`config.mk`:
```
export PLATFORM = sky130hd
export DESIGN_NAME = sdc_ctrl
export DESIGN_NICKNAME = d
export VERILOG_FILES = /design/src/hdl/sdc_pkg.sv /design/src/hdl/sdc_bank_track.sv /design/src/hdl/sdc_ctrl.sv /design/src/hdl/sdc_pause_timer.sv
export SDC_FILE = /design/constraint.sdc
export NUM_CORES = 1
export LEC_CHECK = 0
export CORE_MARGIN = 3
export CORE_UTILIZATION = 51
export DETAILED_ROUTE_END_ITERATION = 12
export DONT_BUFFER_PORTS = 1
export PLACE_DENSITY = 0.66
export RECOVER_POWER = 25
export SLEW_MARGIN = 20
export SYNTH_ARGS = -nofsm -noshare
export SYNTH_HDL_FRONTEND = slang
export SYNTH_SLANG_ARGS = --single-unit
```
`constraint.sdc`:
```
create_clock -name sys_clk_i -period 3.73 [get_ports sys_clk_i]
set_clock_uncertainty 0.1 [all_clocks]
set_input_delay 0 -clock sys_clk_i [delete_from_list [all_inputs] [get_ports sys_clk_i]]
set_output_delay 0 -clock sys_clk_i [all_outputs]
set_load 0.01 [all_outputs]
```
`src/hdl/sdc_pkg.sv`:
```
// Purpose: Shared constants for the synchronous DRAM command controller
// Assumes: 10 MHz system clock, four-bank device, 13-bit address
// Notes:   Mode field positions are ordinary choices, kept here once
package sdc_pkg;
  // Clock rate and initial pause
  localparam int unsigned CLK_HZ          = 10_000_000;
  localparam int unsigned INIT_PAUSE_US   = 200;
  localparam int unsigned INIT_PAUSE_CYC  = (INIT_PAUSE_US * (CLK_HZ / 1_000_000));
  // Refresh count at initialization
  localparam int unsigned INIT_REFRESHES  = 8;
  // Gap cycles after the power-up precharge, refresh and mode set
  localparam int unsigned CMD_GAP_CYC     = 2;
  // Address widths
  localparam int unsigned ADDR_W          = 13;
  localparam int unsigned BANK_W          = 2;
  localparam int unsigned NBANK           = 4;
  // Column-address bit that selects auto or all precharge
  localparam int unsigned PRE_SEL_POS     = 10;
  // Mode register field positions
  localparam int unsigned MODE_BL_LSB     = 0;
  localparam int unsigned MODE_ORDER_POS  = 3;
  localparam int unsigned MODE_LAT_LSB    = 4;
  localparam int unsigned MODE_OPM_POS    = 9;
  // Software register offsets
  localparam logic [3:0] REG_CMD          = 4'h0;
  localparam logic [3:0] REG_ADDR         = 4'h1;
  localparam logic [3:0] REG_BANK         = 4'h2;
  localparam logic [3:0] REG_STATUS       = 4'h3;
  localparam logic [3:0] REG_MODE         = 4'h4;
  localparam logic [3:0] REG_CKE          = 4'h5;
  localparam logic [3:0] REG_MASK         = 4'h6;
  // Reset values
  localparam logic [12:0] MODE_RESET      = 13'h0_022;
  // Command codes written to REG_CMD
  typedef enum logic [3:0] {
    SDC_OP_NOP      = 4'h0,
    SDC_OP_ACT      = 4'h1,
    SDC_OP_READ     = 4'h2,
    SDC_OP_WRITE    = 4'h3,
    SDC_OP_PRE      = 4'h4,
    SDC_OP_PREALL   = 4'h5,
    SDC_OP_REFRESH  = 4'h6,
    SDC_OP_MODESET  = 4'h7,
    SDC_OP_BSTOP    = 4'h8,
    SDC_OP_SELFREF  = 4'h9,
    SDC_OP_DESELECT = 4'hA
  } sdc_op_t;
  // Pin levels for one command: cs, row, col, write strobes (active low)
  function automatic logic [3:0] cmd_pins(input sdc_op_t op);
    unique case (op)
      SDC_OP_ACT:      cmd_pins = 4'h3;
      SDC_OP_READ:     cmd_pins = 4'h5;
      SDC_OP_WRITE:    cmd_pins = 4'h4;
      SDC_OP_PRE:      cmd_pins = 4'h2;
      SDC_OP_PREALL:   cmd_pins = 4'h2;
      SDC_OP_REFRESH:  cmd_pins = 4'h1;
      SDC_OP_SELFREF:  cmd_pins = 4'h1;
      SDC_OP_MODESET:  cmd_pins = 4'h0;
      SDC_OP_BSTOP:    cmd_pins = 4'h6;
      SDC_OP_DESELECT: cmd_pins = 4'hF;
      default:         cmd_pins = 4'h7;
    endcase
  endfunction
endpackage

```
`src/hdl/sdc_bank_track.sv`:
```
// Purpose: Tracks which of the device banks hold an open row
// Assumes: Commands are one-cycle pulses from the controller
// Notes:   Auto precharge closes the bank when the burst is issued
`timescale 1ns/100ps
module sdc_bank_track #(
  parameter int unsigned NBANK = sdc_pkg::NBANK,
  parameter int unsigned BANK_W = sdc_pkg::BANK_W
) (
  input  wire logic              sys_clk_i,  // System clock
  input  wire logic              resetn_i,   // Async reset, active low
  input  wire logic              open_i,     // Activate issued
  input  wire logic              close_i,    // Single-bank close issued
  input  wire logic              close_all_i,// All banks closed
  input  wire logic [BANK_W-1:0] bank_i,     // Bank of the command
  output logic      [NBANK-1:0]  active_o    // One bit per open bank
);
  // Tracker state
  typedef struct packed {
    logic [NBANK-1:0] active;    // Open banks
  } sdc_bt_state_t;

  sdc_bt_state_t state;          // Registered state
  sdc_bt_state_t next_state;     // Next state

  // Update open set from issued commands
  always_comb begin
    next_state = state;
    if (close_all_i) begin
      next_state.active = '0;
    end else if (open_i) begin
      next_state.active[bank_i] = 1'b1;
    end else if (close_i) begin
      next_state.active[bank_i] = 1'b0;
    end
  end

  // State register
  always_ff @(posedge sys_clk_i or negedge resetn_i) begin
    if (!resetn_i) begin
      state <= '0;
    end else begin
      state <= next_state;
    end
  end

  assign active_o = state.active;
endmodule

```
`src/hdl/sdc_ctrl.sv`:
```
// Purpose: Drives the command pins of a four-bank synchronous DRAM
// Assumes: Software issues orders over a simple strobe register port
// Notes:   Runs the power-up sequence itself, then accepts orders
//
// Design decisions made here: strobed register access and the address map.
`timescale 1ns/100ps
// Operation
// Device decodes commands at rising clock edge
// Activate is cs, row low; col, write high
// Write is cs, col, write low; precharge bit
// Read is cs, col low; row, write high
// Activate idle banks; access only active banks
// Burst stop only during full-page burst
// Mode set is all four strobes low
// Device loads mode from address on edge
// Clock enable qualified over two cycles
// Refresh with enable high; self refresh low
// Power down during burst becomes clock suspend
// Hold no-operation while supplies ramp
// Clock runs from power-up onward
// Pause 200 us, then precharge all banks
// Mask and clock enable high during pause
// Mode set after all banks precharged
// At least eight refreshes during initialization
// Never rely on power-on mode contents
// Mode holds length, order, latency, operating mode
// Mode set before first activate
// Mode set needs idle banks, enable high
// No-operation right after mode set
// Mask latency two on read, zero write
// Device generates burst column addresses
// Chip select high means deselect
// Mask low enables data, high disables
module sdc_ctrl #(
  parameter int unsigned PAUSE_CYC = sdc_pkg::INIT_PAUSE_CYC
) (
  input  wire logic                        sys_clk_i,          // System clock
  input  wire logic                        resetn_i,           // Async reset, active low
  input  wire logic [3:0]                  reg_addr_i,         // Register index
  input  wire logic [15:0]                 reg_wdata_i,        // Write data
  input  wire logic                        reg_wr_i,           // Write strobe
  input  wire logic                        reg_rd_i,           // Read strobe
  output logic      [15:0]                 reg_rdata_o,        // Read data, next cycle
  output logic                             cs_n_o,             // Chip select, low
  output logic                             row_strobe_n_o,     // Row strobe, low
  output logic                             col_strobe_n_o,     // Column strobe, low
  output logic                             write_strobe_n_o,   // Write strobe, low
  output logic                             clk_en_o,           // Clock enable
  output logic                             lower_byte_mask_o,  // Lower byte mask
  output logic                             upper_byte_mask_o,  // Upper byte mask
  output logic                             bank_select_lo_o,   // Bank select bit 0
  output logic                             bank_select_hi_o,   // Bank select bit 1
  output logic      [sdc_pkg::ADDR_W-1:0]  addr_o              // Address pins
);
  // Controller phases, Gray coded in the listed order
  typedef enum logic [2:0] {
    SDC_PAUSE   = 3'b000,
    SDC_PREALL  = 3'b001,
    SDC_REFRESH = 3'b011,
    SDC_MODESET = 3'b010,
    SDC_READY   = 3'b110,
    SDC_WAIT    = 3'b111
  } sdc_phase_t;

  // Whole controller state
  typedef struct packed {
    sdc_phase_t                 phase;      // Current phase
    sdc_phase_t                 after;      // Phase after a gap
    logic [3:0]                 gap;        // Gap countdown
    logic [3:0]                 refreshes;  // Init refreshes done
    logic                       mode_ok;    // Mode register programmed
    logic                       init_done;  // Power-up finished
    logic                       busy;       // Order pending
    logic                       refused;    // Last order refused
    logic                       full_page;  // Full-page burst running
    logic [3:0]                 op;         // Pending order code
    logic [sdc_pkg::ADDR_W-1:0] op_addr;    // Pending address
    logic [1:0]                 op_bank;    // Pending bank
    logic [sdc_pkg::ADDR_W-1:0] mode;       // Mode value to program
    logic                       cke_req;    // Software clock enable
    logic [1:0]                 mask_req;   // Software byte masks
    logic [15:0]                rdata;      // Read data register
    logic [3:0]                 pins;       // cs,row,col,write levels
    logic                       cke;        // Clock enable pin
    logic [1:0]                 dqm;        // Byte mask pins
    logic [1:0]                 bank;       // Bank select pins
    logic [sdc_pkg::ADDR_W-1:0] addr;       // Address pins
  } sdc_state_t;

  sdc_state_t       state;          // Registered state
  sdc_state_t       next_state;     // Next state
  logic             pause_done;     // Pause elapsed
  logic [3:0]       bank_active;    // Open banks
  logic             trk_open;       // Activate issued
  logic             trk_close;      // Single precharge issued
  logic             trk_close_all;  // All-bank precharge issued
  logic [1:0]       trk_bank;       // Bank of issued command

  // Power-up pause counter
  sdc_pause_timer #(
    .PAUSE_CYC (PAUSE_CYC)
  ) u_pause (
    .sys_clk_i (sys_clk_i),
    .resetn_i  (resetn_i),
    .done_o    (pause_done)
  );

  // Open-bank tracker
  sdc_bank_track u_banks (
    .sys_clk_i   (sys_clk_i),
    .resetn_i    (resetn_i),
    .open_i      (trk_open),
    .close_i     (trk_close),
    .close_all_i (trk_close_all),
    .bank_i      (trk_bank),
    .active_o    (bank_active)
  );

  // Whether an order may go out now
  function automatic logic order_legal(input logic [3:0] op, input logic [3:0] act,
                                       input logic [1:0] bank, input logic mode_ok,
                                       input logic full_page, input logic cke);
    unique case (op)
      sdc_pkg::SDC_OP_ACT:     order_legal = mode_ok && !act[bank] && cke;
      sdc_pkg::SDC_OP_READ,
      sdc_pkg::SDC_OP_WRITE:   order_legal = act[bank] && cke;
      sdc_pkg::SDC_OP_MODESET: order_legal = (act == 4'h0) && cke;
      sdc_pkg::SDC_OP_REFRESH,
      sdc_pkg::SDC_OP_SELFREF: order_legal = (act == 4'h0) && cke;
      sdc_pkg::SDC_OP_BSTOP:   order_legal = full_page;
      default:                 order_legal = cke;
    endcase
  endfunction

  // Tracker strobes from the command driven this cycle
  always_comb begin
    trk_open      = 1'b0;
    trk_close     = 1'b0;
    trk_close_all = 1'b0;
    trk_bank      = next_state.bank;
    if (next_state.pins == sdc_pkg::cmd_pins(sdc_pkg::SDC_OP_ACT)) begin
      trk_open = 1'b1;
    end else if (next_state.pins == sdc_pkg::cmd_pins(sdc_pkg::SDC_OP_PRE)) begin
      trk_close_all = next_state.addr[sdc_pkg::PRE_SEL_POS];
      trk_close     = !next_state.addr[sdc_pkg::PRE_SEL_POS];
    end else if (next_state.pins[1] == 1'b0 && next_state.pins[2] == 1'b0
                 && next_state.pins[3] == 1'b0 && next_state.pins[0] == 1'b0) begin
      trk_close_all = 1'b0;
    end else if (next_state.pins == sdc_pkg::cmd_pins(sdc_pkg::SDC_OP_READ)
                 || next_state.pins == sdc_pkg::cmd_pins(sdc_pkg::SDC_OP_WRITE)) begin
      trk_close = next_state.addr[sdc_pkg::PRE_SEL_POS];
    end
  end

  // Sequencer, order issue and register port
  always_comb begin
    next_state      = state;
    next_state.pins = sdc_pkg::cmd_pins(sdc_pkg::SDC_OP_NOP);
    // Register writes
    if (reg_wr_i) begin
      unique case (reg_addr_i)
        sdc_pkg::REG_CMD: begin
          if (!state.busy && state.init_done) begin
            next_state.busy = 1'b1;
            next_state.op   = reg_wdata_i[3:0];
          end
        end
        sdc_pkg::REG_ADDR: next_state.op_addr = reg_wdata_i[sdc_pkg::ADDR_W-1:0];
        sdc_pkg::REG_BANK: next_state.op_bank = reg_wdata_i[1:0];
        sdc_pkg::REG_MODE: next_state.mode    = reg_wdata_i[sdc_pkg::ADDR_W-1:0];
        sdc_pkg::REG_CKE:  next_state.cke_req = reg_wdata_i[0];
        sdc_pkg::REG_MASK: next_state.mask_req = reg_wdata_i[1:0];
        default: ;
      endcase
    end
    // Register reads, answered next cycle
    next_state.rdata = 16'h0000;
    if (reg_rd_i) begin
      unique case (reg_addr_i)
        sdc_pkg::REG_ADDR:   next_state.rdata = {3'h0, state.op_addr};
        sdc_pkg::REG_BANK:   next_state.rdata = {14'h0000, state.op_bank};
        sdc_pkg::REG_STATUS: next_state.rdata = {5'h00, state.phase, bank_active,
                                                 state.full_page, state.refused,
                                                 state.init_done, state.busy};
        sdc_pkg::REG_MODE:   next_state.rdata = {3'h0, state.mode};
        sdc_pkg::REG_CKE:    next_state.rdata = {15'h0000, state.cke_req};
        sdc_pkg::REG_MASK:   next_state.rdata = {14'h0000, state.mask_req};
        default:             next_state.rdata = 16'h0000;
      endcase
    end
    // Phase machine
    unique case (state.phase)
      SDC_PAUSE: begin
        next_state.cke = 1'b1;
        next_state.dqm = 2'b11;
        if (pause_done) begin
          next_state.phase = SDC_PREALL;
        end
      end
      SDC_PREALL: begin
        next_state.pins = sdc_pkg::cmd_pins(sdc_pkg::SDC_OP_PREALL);
        next_state.addr[sdc_pkg::PRE_SEL_POS] = 1'b1;
        next_state.phase = SDC_WAIT;
        next_state.after = SDC_REFRESH;
        next_state.gap   = 4'(sdc_pkg::CMD_GAP_CYC);
      end
      SDC_REFRESH: begin
        next_state.pins      = sdc_pkg::cmd_pins(sdc_pkg::SDC_OP_REFRESH);
        next_state.refreshes = state.refreshes + 4'h1;
        next_state.phase     = SDC_WAIT;
        next_state.gap       = 4'(sdc_pkg::CMD_GAP_CYC);
        next_state.after     = (state.refreshes + 4'h1 >= 4'(sdc_pkg::INIT_REFRESHES))
                               ? SDC_MODESET : SDC_REFRESH;
      end
      SDC_MODESET: begin
        next_state.pins    = sdc_pkg::cmd_pins(sdc_pkg::SDC_OP_MODESET);
        next_state.addr    = state.mode;
        next_state.bank    = 2'b00;
        next_state.mode_ok = 1'b1;
        next_state.phase   = SDC_WAIT;
        next_state.after   = SDC_READY;
        next_state.gap     = 4'(sdc_pkg::CMD_GAP_CYC);
      end
      SDC_WAIT: begin
        if (state.gap <= 4'h1) begin
          next_state.phase = state.after;
          if (state.after == SDC_READY) begin
            next_state.init_done = 1'b1;
            next_state.dqm       = state.mask_req;
          end
        end else begin
          next_state.gap = state.gap - 4'h1;
        end
      end
      SDC_READY: begin
        next_state.cke = state.cke_req;
        next_state.dqm = state.mask_req;
        if (state.busy) begin
          next_state.busy = 1'b0;
          if (order_legal(state.op, bank_active, state.op_bank, state.mode_ok,
                          state.full_page, state.cke)) begin
            next_state.refused = 1'b0;
            next_state.pins    = sdc_pkg::cmd_pins(sdc_pkg::sdc_op_t'(state.op));
            next_state.addr    = state.op_addr;
            next_state.bank    = state.op_bank;
            if (state.op == sdc_pkg::SDC_OP_PREALL) begin
              next_state.addr[sdc_pkg::PRE_SEL_POS] = 1'b1;
            end else if (state.op == sdc_pkg::SDC_OP_PRE) begin
              next_state.addr[sdc_pkg::PRE_SEL_POS] = 1'b0;
            end
            if (state.op == sdc_pkg::SDC_OP_MODESET) begin
              next_state.addr  = state.mode;
              next_state.phase = SDC_WAIT;
              next_state.after = SDC_READY;
              next_state.gap   = 4'h1;
            end
            if (state.op == sdc_pkg::SDC_OP_SELFREF) begin
              next_state.cke     = 1'b0;
              next_state.cke_req = 1'b0;
            end
            if (state.op == sdc_pkg::SDC_OP_READ || state.op == sdc_pkg::SDC_OP_WRITE) begin
              next_state.full_page = (state.mode[2:0] == 3'h7);
            end
            if (state.op == sdc_pkg::SDC_OP_BSTOP || state.op == sdc_pkg::SDC_OP_PRE
                || state.op == sdc_pkg::SDC_OP_PREALL) begin
              next_state.full_page = 1'b0;
            end
          end else begin
            next_state.refused = 1'b1;
          end
        end
      end
      default: next_state.phase = SDC_PAUSE;
    endcase
  end

  // State register
  always_ff @(posedge sys_clk_i or negedge resetn_i) begin
    if (!resetn_i) begin
      state       <= '0;
      state.mode  <= sdc_pkg::MODE_RESET;
      state.pins  <= 4'hF;
      state.cke   <= 1'b1;
      state.dqm   <= 2'b11;
      state.cke_req <= 1'b1;
      state.mask_req <= 2'b11;
      state.phase <= SDC_PAUSE;
      state.after <= SDC_PAUSE;
    end else begin
      state <= next_state;
    end
  end

  // Pins straight from flip-flops
  assign cs_n_o            = state.pins[3];
  assign row_strobe_n_o    = state.pins[2];
  assign col_strobe_n_o    = state.pins[1];
  assign write_strobe_n_o  = state.pins[0];
  assign clk_en_o          = state.cke;
  assign lower_byte_mask_o = state.dqm[0];
  assign upper_byte_mask_o = state.dqm[1];
  assign bank_select_lo_o  = state.bank[0];
  assign bank_select_hi_o  = state.bank[1];
  assign addr_o            = state.addr;
  assign reg_rdata_o       = state.rdata;
endmodule

```
`src/hdl/sdc_pause_timer.sv`:
```
// Purpose: Counts the power-up pause and reports when it is over
// Assumes: Single clock, asynchronous active-low reset
// Notes:   Count is a parameter so simulation can shorten it
`timescale 1ns/100ps
module sdc_pause_timer #(
  parameter int unsigned PAUSE_CYC = sdc_pkg::INIT_PAUSE_CYC
) (
  input  wire logic sys_clk_i,    // System clock
  input  wire logic resetn_i,     // Async reset, active low
  output logic      done_o        // High once the pause has elapsed
);
  // Counter state
  typedef struct packed {
    logic [31:0] count;           // Cycles elapsed
    logic        done;            // Pause over
  } sdc_pt_state_t;

  sdc_pt_state_t state;           // Registered state
  sdc_pt_state_t next_state;      // Next state

  // Count until the pause is reached, then hold
  always_comb begin
    next_state = state;
    if (!state.done) begin
      next_state.count = state.count + 32'h0000_0001;
      if (state.count + 32'h0000_0001 >= PAUSE_CYC) begin
        next_state.done = 1'b1;
      end
    end
  end

  // State register
  always_ff @(posedge sys_clk_i or negedge resetn_i) begin
    if (!resetn_i) begin
      state <= '0;
    end else begin
      state <= next_state;
    end
  end

  assign done_o = state.done;
endmodule

```
# Word level (Yosys, flattened, before mapping)
# Memory sizes are Yosys's and may differ from the RTL's.
# Index checks and enable logic that the tools add are counted.
# Widths: inputs -> output; s select.
[classes]
shift = 0
mux = 63
mul = 0
addsub = 3
n_reduce_logical = 42
div = 0
bitwise_logic = 7
n_eq_ne = 33
order_cmp = 6
[op_table]
columns = ["cell", "n"]
rows = [
  ["$pmux 13 s6", 1],
  ["$eq 4x3->1 const B", 9],
  ["$add 32x1->32 const B", 1],
  ["$ge 32x11->1 const B", 1],
  ["$mux 10", 3],
  ["$mux 15", 2],
  ["$mux 1", 29],
  ["$mux 13", 2],
  ["$eq 4x2->1 const B", 6],
  ["$pmux 3 s4", 2],
  ["$pmux 10 s2", 1],
  ["$mux 4", 4],
  ["$pmux 4 s4", 1],
  ["$mux 3", 5],
  ["$eq 3x3->1 const B", 4],
  ["$ne 2x2->1 const B", 6],
  ["$pmux 4 s3", 1],
  ["$reduce_and 3->1", 4],
  ["$mux 5", 2],
  ["$reduce_and 2->1", 5],
  ["$reduce_and 5->1", 2],
  ["$logic_and 1x1->1", 9],
  ["$reduce_bool 3->1", 3],
  ["$eq 4x1->1 const B", 2],
  ["other kinds (31)", 49],
]
[totals]
memories = 1
mem_bits_rw = 0
register_bits = 129
mem_bits_ro = 64
latch_bits = 0
[mem_list]
columns = ["name", "words", "width", "read_ports", "rd_clocked_by_memory_dff", "write_ports", "line", "rtl"]
rows = [
  ["(no name shown)", 16, 4, 1, 0, 0, "sdc_pkg.sv:50", "unique case (op)"],
]

# Depth between registers and ports, before layout
# Gate-level depths: netlist of the first run.
[logic_depth]
depth_word = 21
mapped_depth = 10
mapped_depth_nobuf = 9

# By module
# From an unflattened synthesis of the first run, not the netlist that was laid out.
[hier_totals]
cells_unflattened = 686
area_unflattened_um2 = 6996.7
[by_module_without_submodules]
columns = ["module", "cells_each", "seq_area_each_um2", "instances", "area_each_um2"]
rows = [
  ["sdc_ctrl", 446, 2242.2, 1, 4606.9],
  ["sdc_pause_timer", 223, 825.8, 1, 2180.8],
  ["sdc_bank_track", 17, 100.1, 1, 209.0],
]

# Least setup slack after synthesis of the first run
# OpenSTA, ideal clock, no wires.
[synth_timing]
kind = "reg-to-reg"
from = "reg u_banks.state (netlist bit u_banks.active_o[0])"
to = "reg u_banks.state (netlist bit u_banks.active_o[0])"
arrival_ns = 2.356
setup_slack_ns = 1.149
stages_incl_launch_ff = 9
path_cell_list = "dfrtp_1 > or4_1 > a221o_1 > a31o_4 > o2111ai_2 > o211a_4 > inv_2 > o211a_1 > a211o_1"
[synth_lines]
columns = ["item", "line", "rtl"]
rows = [
  ["start, declared", "sdc_bank_track.sv:22", "sdc_bt_state_t state;"],
  ["start signal, assigned", "sdc_bank_track.sv:42", "state <= next_state;"],
]

# Worst setup path in the final report of the first run
[layout_timing]
from = "reg state[72] (netlist name)"
to = "reg state[88] (netlist name)"
[layout_between]
elab_chain_len = 7
word_cells_on_any_way = 15
classes_between = "eq/ne (9); mux (3); reduce/logical (3)"
[layout_lines]
columns = ["item", "line", "rtl"]
rows = [
  ["start, declared", "sdc_ctrl.sv:90", "sdc_state_t state;"],
  ["start signal, assigned", "sdc_ctrl.sv:290", "state <= next_state;"],
  ["$eq 4x3->1, or another cell as far along", "sdc_ctrl.sv:123, sdc_ctrl.sv:251", ""],
  ["$reduce_or 3->1 (no line) or $reduce_or 2->1 (tied branches)", "--", ""],
  ["$pmux 1 s4", "sdc_ctrl.sv:123", "unique case (op)"],
  ["$mux 1", "sdc_ctrl.sv:238", "if (state.busy) begin"],
  ["$mux 1", "sdc_ctrl.sv:192", "unique case (state.phase)"],
  ["$ne 2x2->1 (no line)", "--", ""],
  ["$reduce_and 4->1 (no line) (*)", "--", ""],
]
# Mark *: on every way between the ends. The rest lies on a longest branch, timed or not. The select of a mux whose other input is x is not followed.
# A chain may end at the register's enable or synchronous reset.

==> impl_metrics.tcl, run 1 <==
set metrics [dict create \
    outcome "finished, final reports clean" \
    place_inst 779 \
    hold_viol 0 \
    grt_max_degree 127 \
    async_flop_share_pct 100.0 \
    netlist_top_cells_count "dfrtp_1 (114), nor2_1 (51), nand2_1 (46), mux2_2 (37), buf_4 (30)" \
    hp-start "reg_addr_i[2]" \
    tightest_slew_ns 0.7960 \
    numPortBuffers 0 \
    slew_headroom_pct 46.44 \
    vias 4974 \
    r2r_slack_ns 0.68 \
    num_rows 41 \
    period_minus_slack_ns 3.047 \
    dp_hpwl_mm 10.26 \
    yosysWarnings 0 \
    highest_layer "met4" \
    end_kind "flip-flop" \
    fp.dieH_um 121.0 \
    cts_buffers 17 \
    syn_avg_cell_area_um2 10.27 \
    dr.pass1.iters 8 \
    wl_met3_um 646 \
    clkLatencyLatePin_ns 0.42 \
    dp_slack_ns 0.7226 \
    gp_congestion 0.9208 \
    crit_family "compound AO/OA/AOI/OAI gates" \
    mappedNetlistArea_um2 6745 \
    drt_iter0_markers 407 \
    path_depth 7 \
    vias_per_cell 5.964 \
    wl_met2_mm 7.584 \
    drive_gt1_share_pct 15.56 \
    slew_viol_final 0 \
    die_area_um2 14640 \
    fin_cells 834 \
    grt_antenna_before_repair 0 \
    reg2reg_depth 7 \
    root_buffer "clkbuf_16" \
    fin_util_pct 59.19 \
    power-per-cell-area_nw_per_um2 459.9 \
    required_ns 3.94 \
    worstReg2RegStart "state[72]" \
    synth_area_leaders "dfrtp_1 (42%), mux2_2 (6.2%), dfstp_2 (4.7%)" \
    worstReg2RegEnd "state[88]" \
    layout.nets 678 \
    yosysTopAreaCell "dfrtp_1" \
    min_path_type "input port to flip-flop" \
    start_kind "flip-flop" \
    crit_end "state[88]" \
    cts_buffer_depth 2 \
    antenna_left 0 \
    finalSetupViolCount 0 \
    cts_setup_buffers 0 \
    path_cells "nor4bb_1, nor2_1, a31o_4, o21a_2, o21ai_1, nand2b_1, a21o_1" \
    ys_ff_latch 126 \
    ios 62 \
    whs_ns 0.04098 \
    clk_pin_slew_ns 0.06 \
    crit_fanout 14 \
    syn_to_final_growth_pct 12.09 \
    start_util_pct 52.81 \
    wl_met1_mm 6.322 \
    setup_tns_ns 0 \
    slowest_delay_ns 0.63 \
    syn_inst 657 \
    maxCapViolCount 0 \
    ir_drop_v 0.0002992 \
    p_total_mw 3.478 \
    cp_slowest_cell "nor4bb_1" \
    die_x_um 121.0 \
    drc 0 \
    crit_arrival_ns 3.25 \
    cp-startpoint "state[72]" \
    cts-htree-levels 4 \
    design_area_um2 7561 \
    place_area_um2 6681 \
    critical_path_class "flip-flop to flip-flop" \
    layout_setup_ws_ns 0.6834 \
    fin_crit_sh_pct 81.68 \
    cts_tree "yes" \
    grt_pass1_wl_mm 25.13 \
    wl_per_cell_um 17.82 \
    synth_top_area_share_pct 42.29 \
    ys_types 78 \
    grt_pass1_vias 4998 \
    max_clock_freq_mhz 328.2 \
    cts-resized-gates 0 \
    rsz0062_at_grt "no" \
    synth_edf_count 0 \
    cts_sinks 126 \
    p_leak_nw 3.344 \
    grt-ovfl-total 0 \
    core-area_um2 12770 \
    synth_most_common_cell "dfrtp_1" \
    synth_ff_type "dfrtp_1" \
    cp_num_buf_inv 0 \
    grt_usage_pct 21.90 \
    routed_wl_mm 14.86 \
    synth-seq-area-share_pct 46.97 \
    diodes 0 \
]
==> routing by layer <==
metal  global-route usage [%]  up-vias
met3                    4.522       22
met4                    9.207        0
met2                    37.24      123
met1                    27.10     2469
li1                         -     2360
met5                        0        -
==> logic make-up after synthesis <==
kind of cell | synth area share, %
AND/OR/NAND/NOR | 18.23
AO/OA/AOI/OAI | 14.97
flip-flops | 46.97
buffers and inverters | 5.305
multiplexers | 7.958
XOR/XNOR | 5.583
adder cells (fa/ha/maj) | 0.9275
other | 0.05559
==> worst min-delay path by stage <==
stage / to / cells past startpoint
floorplan: addr_o[0] / 0
global placement: state[64] / 0
detailed placement: reg_rdata_o[7] / 0
CTS: reg_rdata_o[4] / 4
global route: reg_rdata_o[0] / 4
finish: reg_rdata_o[2] / 4
==> state kept, by name (all words and copies together) (netlist names), 4 cells and up <==
| signal | count |
|---|---|
| state | 54 |
| addr_o | 13 |
| u_pause.state | 32 |
| reg_rdata_o | 13 |
| u_banks.active_o | 4 |
==> layout by cell type (no fill, tap or decap), types with 5 or more instances in the layout <==
cell	synthesis	routed
a21o_1	11	11
a21oi_1	22	22
a222oi_1	10	10
a22o_1	6	6
a22oi_1	9	9
a31oi_1	6	6
and2_1	12	12
and3_1	9	9
buf_4	30	6
clkbuf_1	24	6
clkbuf_16	0	17
dfrtp_1	114	114
dfstp_2	12	12
dlygate4sd3_1	0	22
ha_1	5	5
inv_1	5	5
mux2_2	37	37
mux2i_1	12	12
nand2_1	46	46
nand2b_1	14	14
nand3_1	22	22
nand4_1	11	11
nor2_1	51	51
nor3_1	19	19
nor4_1	9	9
o21ai_0	19	19
or3_1	5	5
xnor2_1	27	27
xor2_1	16	16
==> report_power, final <==
group	switching [mW]	leakage, nW	internal [mW]
Sequential	0.0782	1.66	1.46
Combinational	0.0809	1.38	0.101
Clock	0.566	0.306	1.19
Total	0.726	3.34	2.75
==> cell type report <==
| cell class | count | area, µm² |
|---|---|---|
| fill | 1065 | 5213 |
| multi-input combinational | 468 | 3227 |
| sequential | 126 | 3168 |
| clock buffer | 27 | 503.0 |
| timing repair buffer | 29 | 292.8 |
| tap | 172 | 215.2 |
| clock inverter | 5 | 128.9 |
| inverter | 7 | 26.28 |
==> worst min-delay path, stage by stage <==
cell and delay (ns):
nor3_1 0.03, buf_4 0.17, a222oi_1 0.22, nor2_1 0.08
==> timing repair <==
| action | CTS | global route |
|---|---|---|
| endpoints found under the hold margin | 166 | 0 |
| setup endpoints to repair | 0 | 0 |
| hold buffers | 23 | 0 |
(Power assumes the default switching activity.)
==> run 2, diff against run 1 <==
clock period = 3 ns   (was 3.73 ns; I/O delays follow)
==> run 2 against run 1 <==
Against the previous run: via count increased by 3.2%; highest routed layer unchanged; die area did not move; largest power group unchanged; combinational power rose by 24%; utilization grew 0.92 points; sequential share of layout area is 0.64 points lower; hold slack lost 0.013 ns; the run now ends with capacitance limit, slew limit left; critical endpoint is now state[83].
==> impl_metrics.tcl, run 2 (same netlist as run 1, synthesis figures left out) <==
set metrics [dict create \
    outcome "finished with violations" \
    violations "capacitance limit, slew limit" \
    num_rows 41 \
    cts_tree "yes" \
    grt_usage_pct 22.46 \
    final_common_cell "dfrtp_1" \
    drive_gt1_share_pct 17.79 \
    switchingPower_mw 0.9418 \
    slew_headroom_pct -11.89 \
    vias 5134 \
    place_inst 795 \
    rsz0062_at_grt "no" \
    cp_slowest_cell "or4_1" \
    slew_viol_final 127 \
    power-per-cell-area_nw_per_um2 566.5 \
    cts_buffers 17 \
    maxCapViolCount 1 \
    cts_sinks 126 \
    start_util_pct 52.81 \
    fin_crit_sh_pct 94.44 \
    path_cells "or4_1, a221o_1, a31o_4, o21ai_4, a21oi_2, nor2_1, mux2_2" \
    p_clk_share_pct 50.9 \
    comb_power_share_pct 5.2 \
    finalSetupViolCount 0 \
    largestRegisters "state x54, u_pause.state x32" \
    max_clock_freq_mhz 353.0 \
    ir_drop_v 0.0003747 \
    min_path_type "input port to flip-flop" \
    routed_wl_mm 15.93 \
    core-area_um2 12770 \
    clk_pin_slew_ns 0.06 \
    cts_buffer_depth 2 \
    ios 62 \
    root_buffer "clkbuf_16" \
    largest_reg_flops 54 \
    place_area_um2 6802 \
    syn_to_final_growth_pct 13.84 \
    p_leak_nw 3.433 \
    clkLatencyLatePin_ns 0.42 \
    grt_max_degree 127 \
    wl_per_cell_um 18.70 \
    seq_power_share_pct 43.9 \
    period_minus_slack_ns 2.833 \
    die_x_um 121.0 \
    critical_path_class "flip-flop to flip-flop" \
    slowest_delay_ns 0.56 \
    antenna_left 0 \
    dr.pass1.iters 5 \
    hold_viol 0 \
    setup_tns_ns 0 \
    wl_met2_mm 8.271 \
    required_ns 3.20 \
    swShare_pct 21.65 \
    fin_util_pct 60.11 \
    highest_layer "met4" \
    grt_pass1_wl_mm 25.91 \
    die_area_um2 14640 \
    tightest_slew_ns 1.678 \
    cts-htree-levels 4 \
    fillCellCount 1026 \
    wl_met1_mm 6.706 \
    numPortBuffers 0 \
    design_area_um2 7679 \
    power.internal_mw 3.408 \
    crit_arrival_ns 3.03 \
    grt-ovfl-total 0 \
    layout.nets 696 \
    diodes 0 \
    whs_ns 0.02824 \
    cts-resized-gates 0 \
    fp.dieH_um 121.0 \
    dp_hpwl_mm 10.84 \
    fin_cells 852 \
    gp_congestion 0.9264 \
    start_kind "flip-flop" \
    wl_met3_um 606 \
    end_kind "flip-flop" \
    crit_fanout 11 \
    drt_iter0_markers 457 \
    cts_setup_buffers 0 \
    largest-register "state" \
    vias_per_cell 6.026 \
    r2r_slack_ns 0.17 \
    grt_antenna_before_repair 0 \
    layout_common_cells "dfrtp_1 (114), nor2_1 (51), nand2_1 (46)" \
    grt_pass1_vias 5233 \
    drc 0 \
]
## run 2: changes by cell type in the layout (fill, tap and decap cells not counted), sizes merged
| cell | before | now |
|---|---|---|
| clkinvlp | 0 | 2 |
| clkbuf | 27 | 22 |
| buf | 7 | 22 |
| bufinv | 4 | 5 |
| clkinv | 1 | 3 |
| dlygate4sd3 | 22 | 24 |
| inv | 7 | 8 |
## run 2: final timing paths
kind                                           from  cells after the start           endpoint
worst max-delay path            u_banks.active_o[0]                      7          state[83]
worst min-delay path                  reg_addr_i[2]                      4     reg_rdata_o[9]
worst max register to register  u_banks.active_o[0]                      7          state[83]
worst min register to register            state[80]                      1          state[80]
max in group asynchronous                  resetn_i                      2  u_pause.state[26]
min in group asynchronous                  resetn_i                      2          state[49]
## run 2: layout make-up
type	instances	area, µm²	share of cell area (%)
multi-input cells	468	3227	42.02
flip-flops and latches	126	3168	41.26
clock buffers	21	440.4	5.736
repair buffers	47	412.9	5.377
well taps	172	215.2	2.803
clock inverters	11	188.9	2.460
inverters	7	26.28	0.3422
## run 2: worst max-delay path, delay by kind of cell, from the launching register on
kind	cells	cell delay [ns]
flip-flops	1	0.38
multiplexers	1	0.36
AND/OR/NAND/NOR	2	0.79
AO/OA/AOI/OAI	4	1.10
## run 2: metal layers
layer	GRT usage, %	up-vias
li1	-	2395
met5	0	-
met4	8.994	0
met3	4.895	34
met2	39.22	140
met1	26.90	2565
## run 2: timing repair
action / CTS / global route
hold endpoints to repair: 166 / 0
endpoints found under the setup margin: 0 / 0
hold buffers: 25 / 0
## run 2: through the flow
stage / worst slack (ns) / total power, mW
2_1_floorplan: 0.4195 / 2.047
3_3_place_gp: 0.2731 / 2.083
3_5_place_dp: 0.2133 / 2.101
4_1_cts: 0.1949 / 4.382
5_1_grt: 0.07027 / 4.497
6_report: 0.1669 / 4.350
## run 2: power by group through the flow
stage               logic (mW)  clock network [mW]  registers [mW]
floorplan                0.147                   0            1.90
global placement         0.156                   0            1.93
CTS                      0.233                2.24            1.91
global route             0.250                2.33            1.92
finish                   0.225                2.21            1.91
detailed placement       0.164                   0            1.94
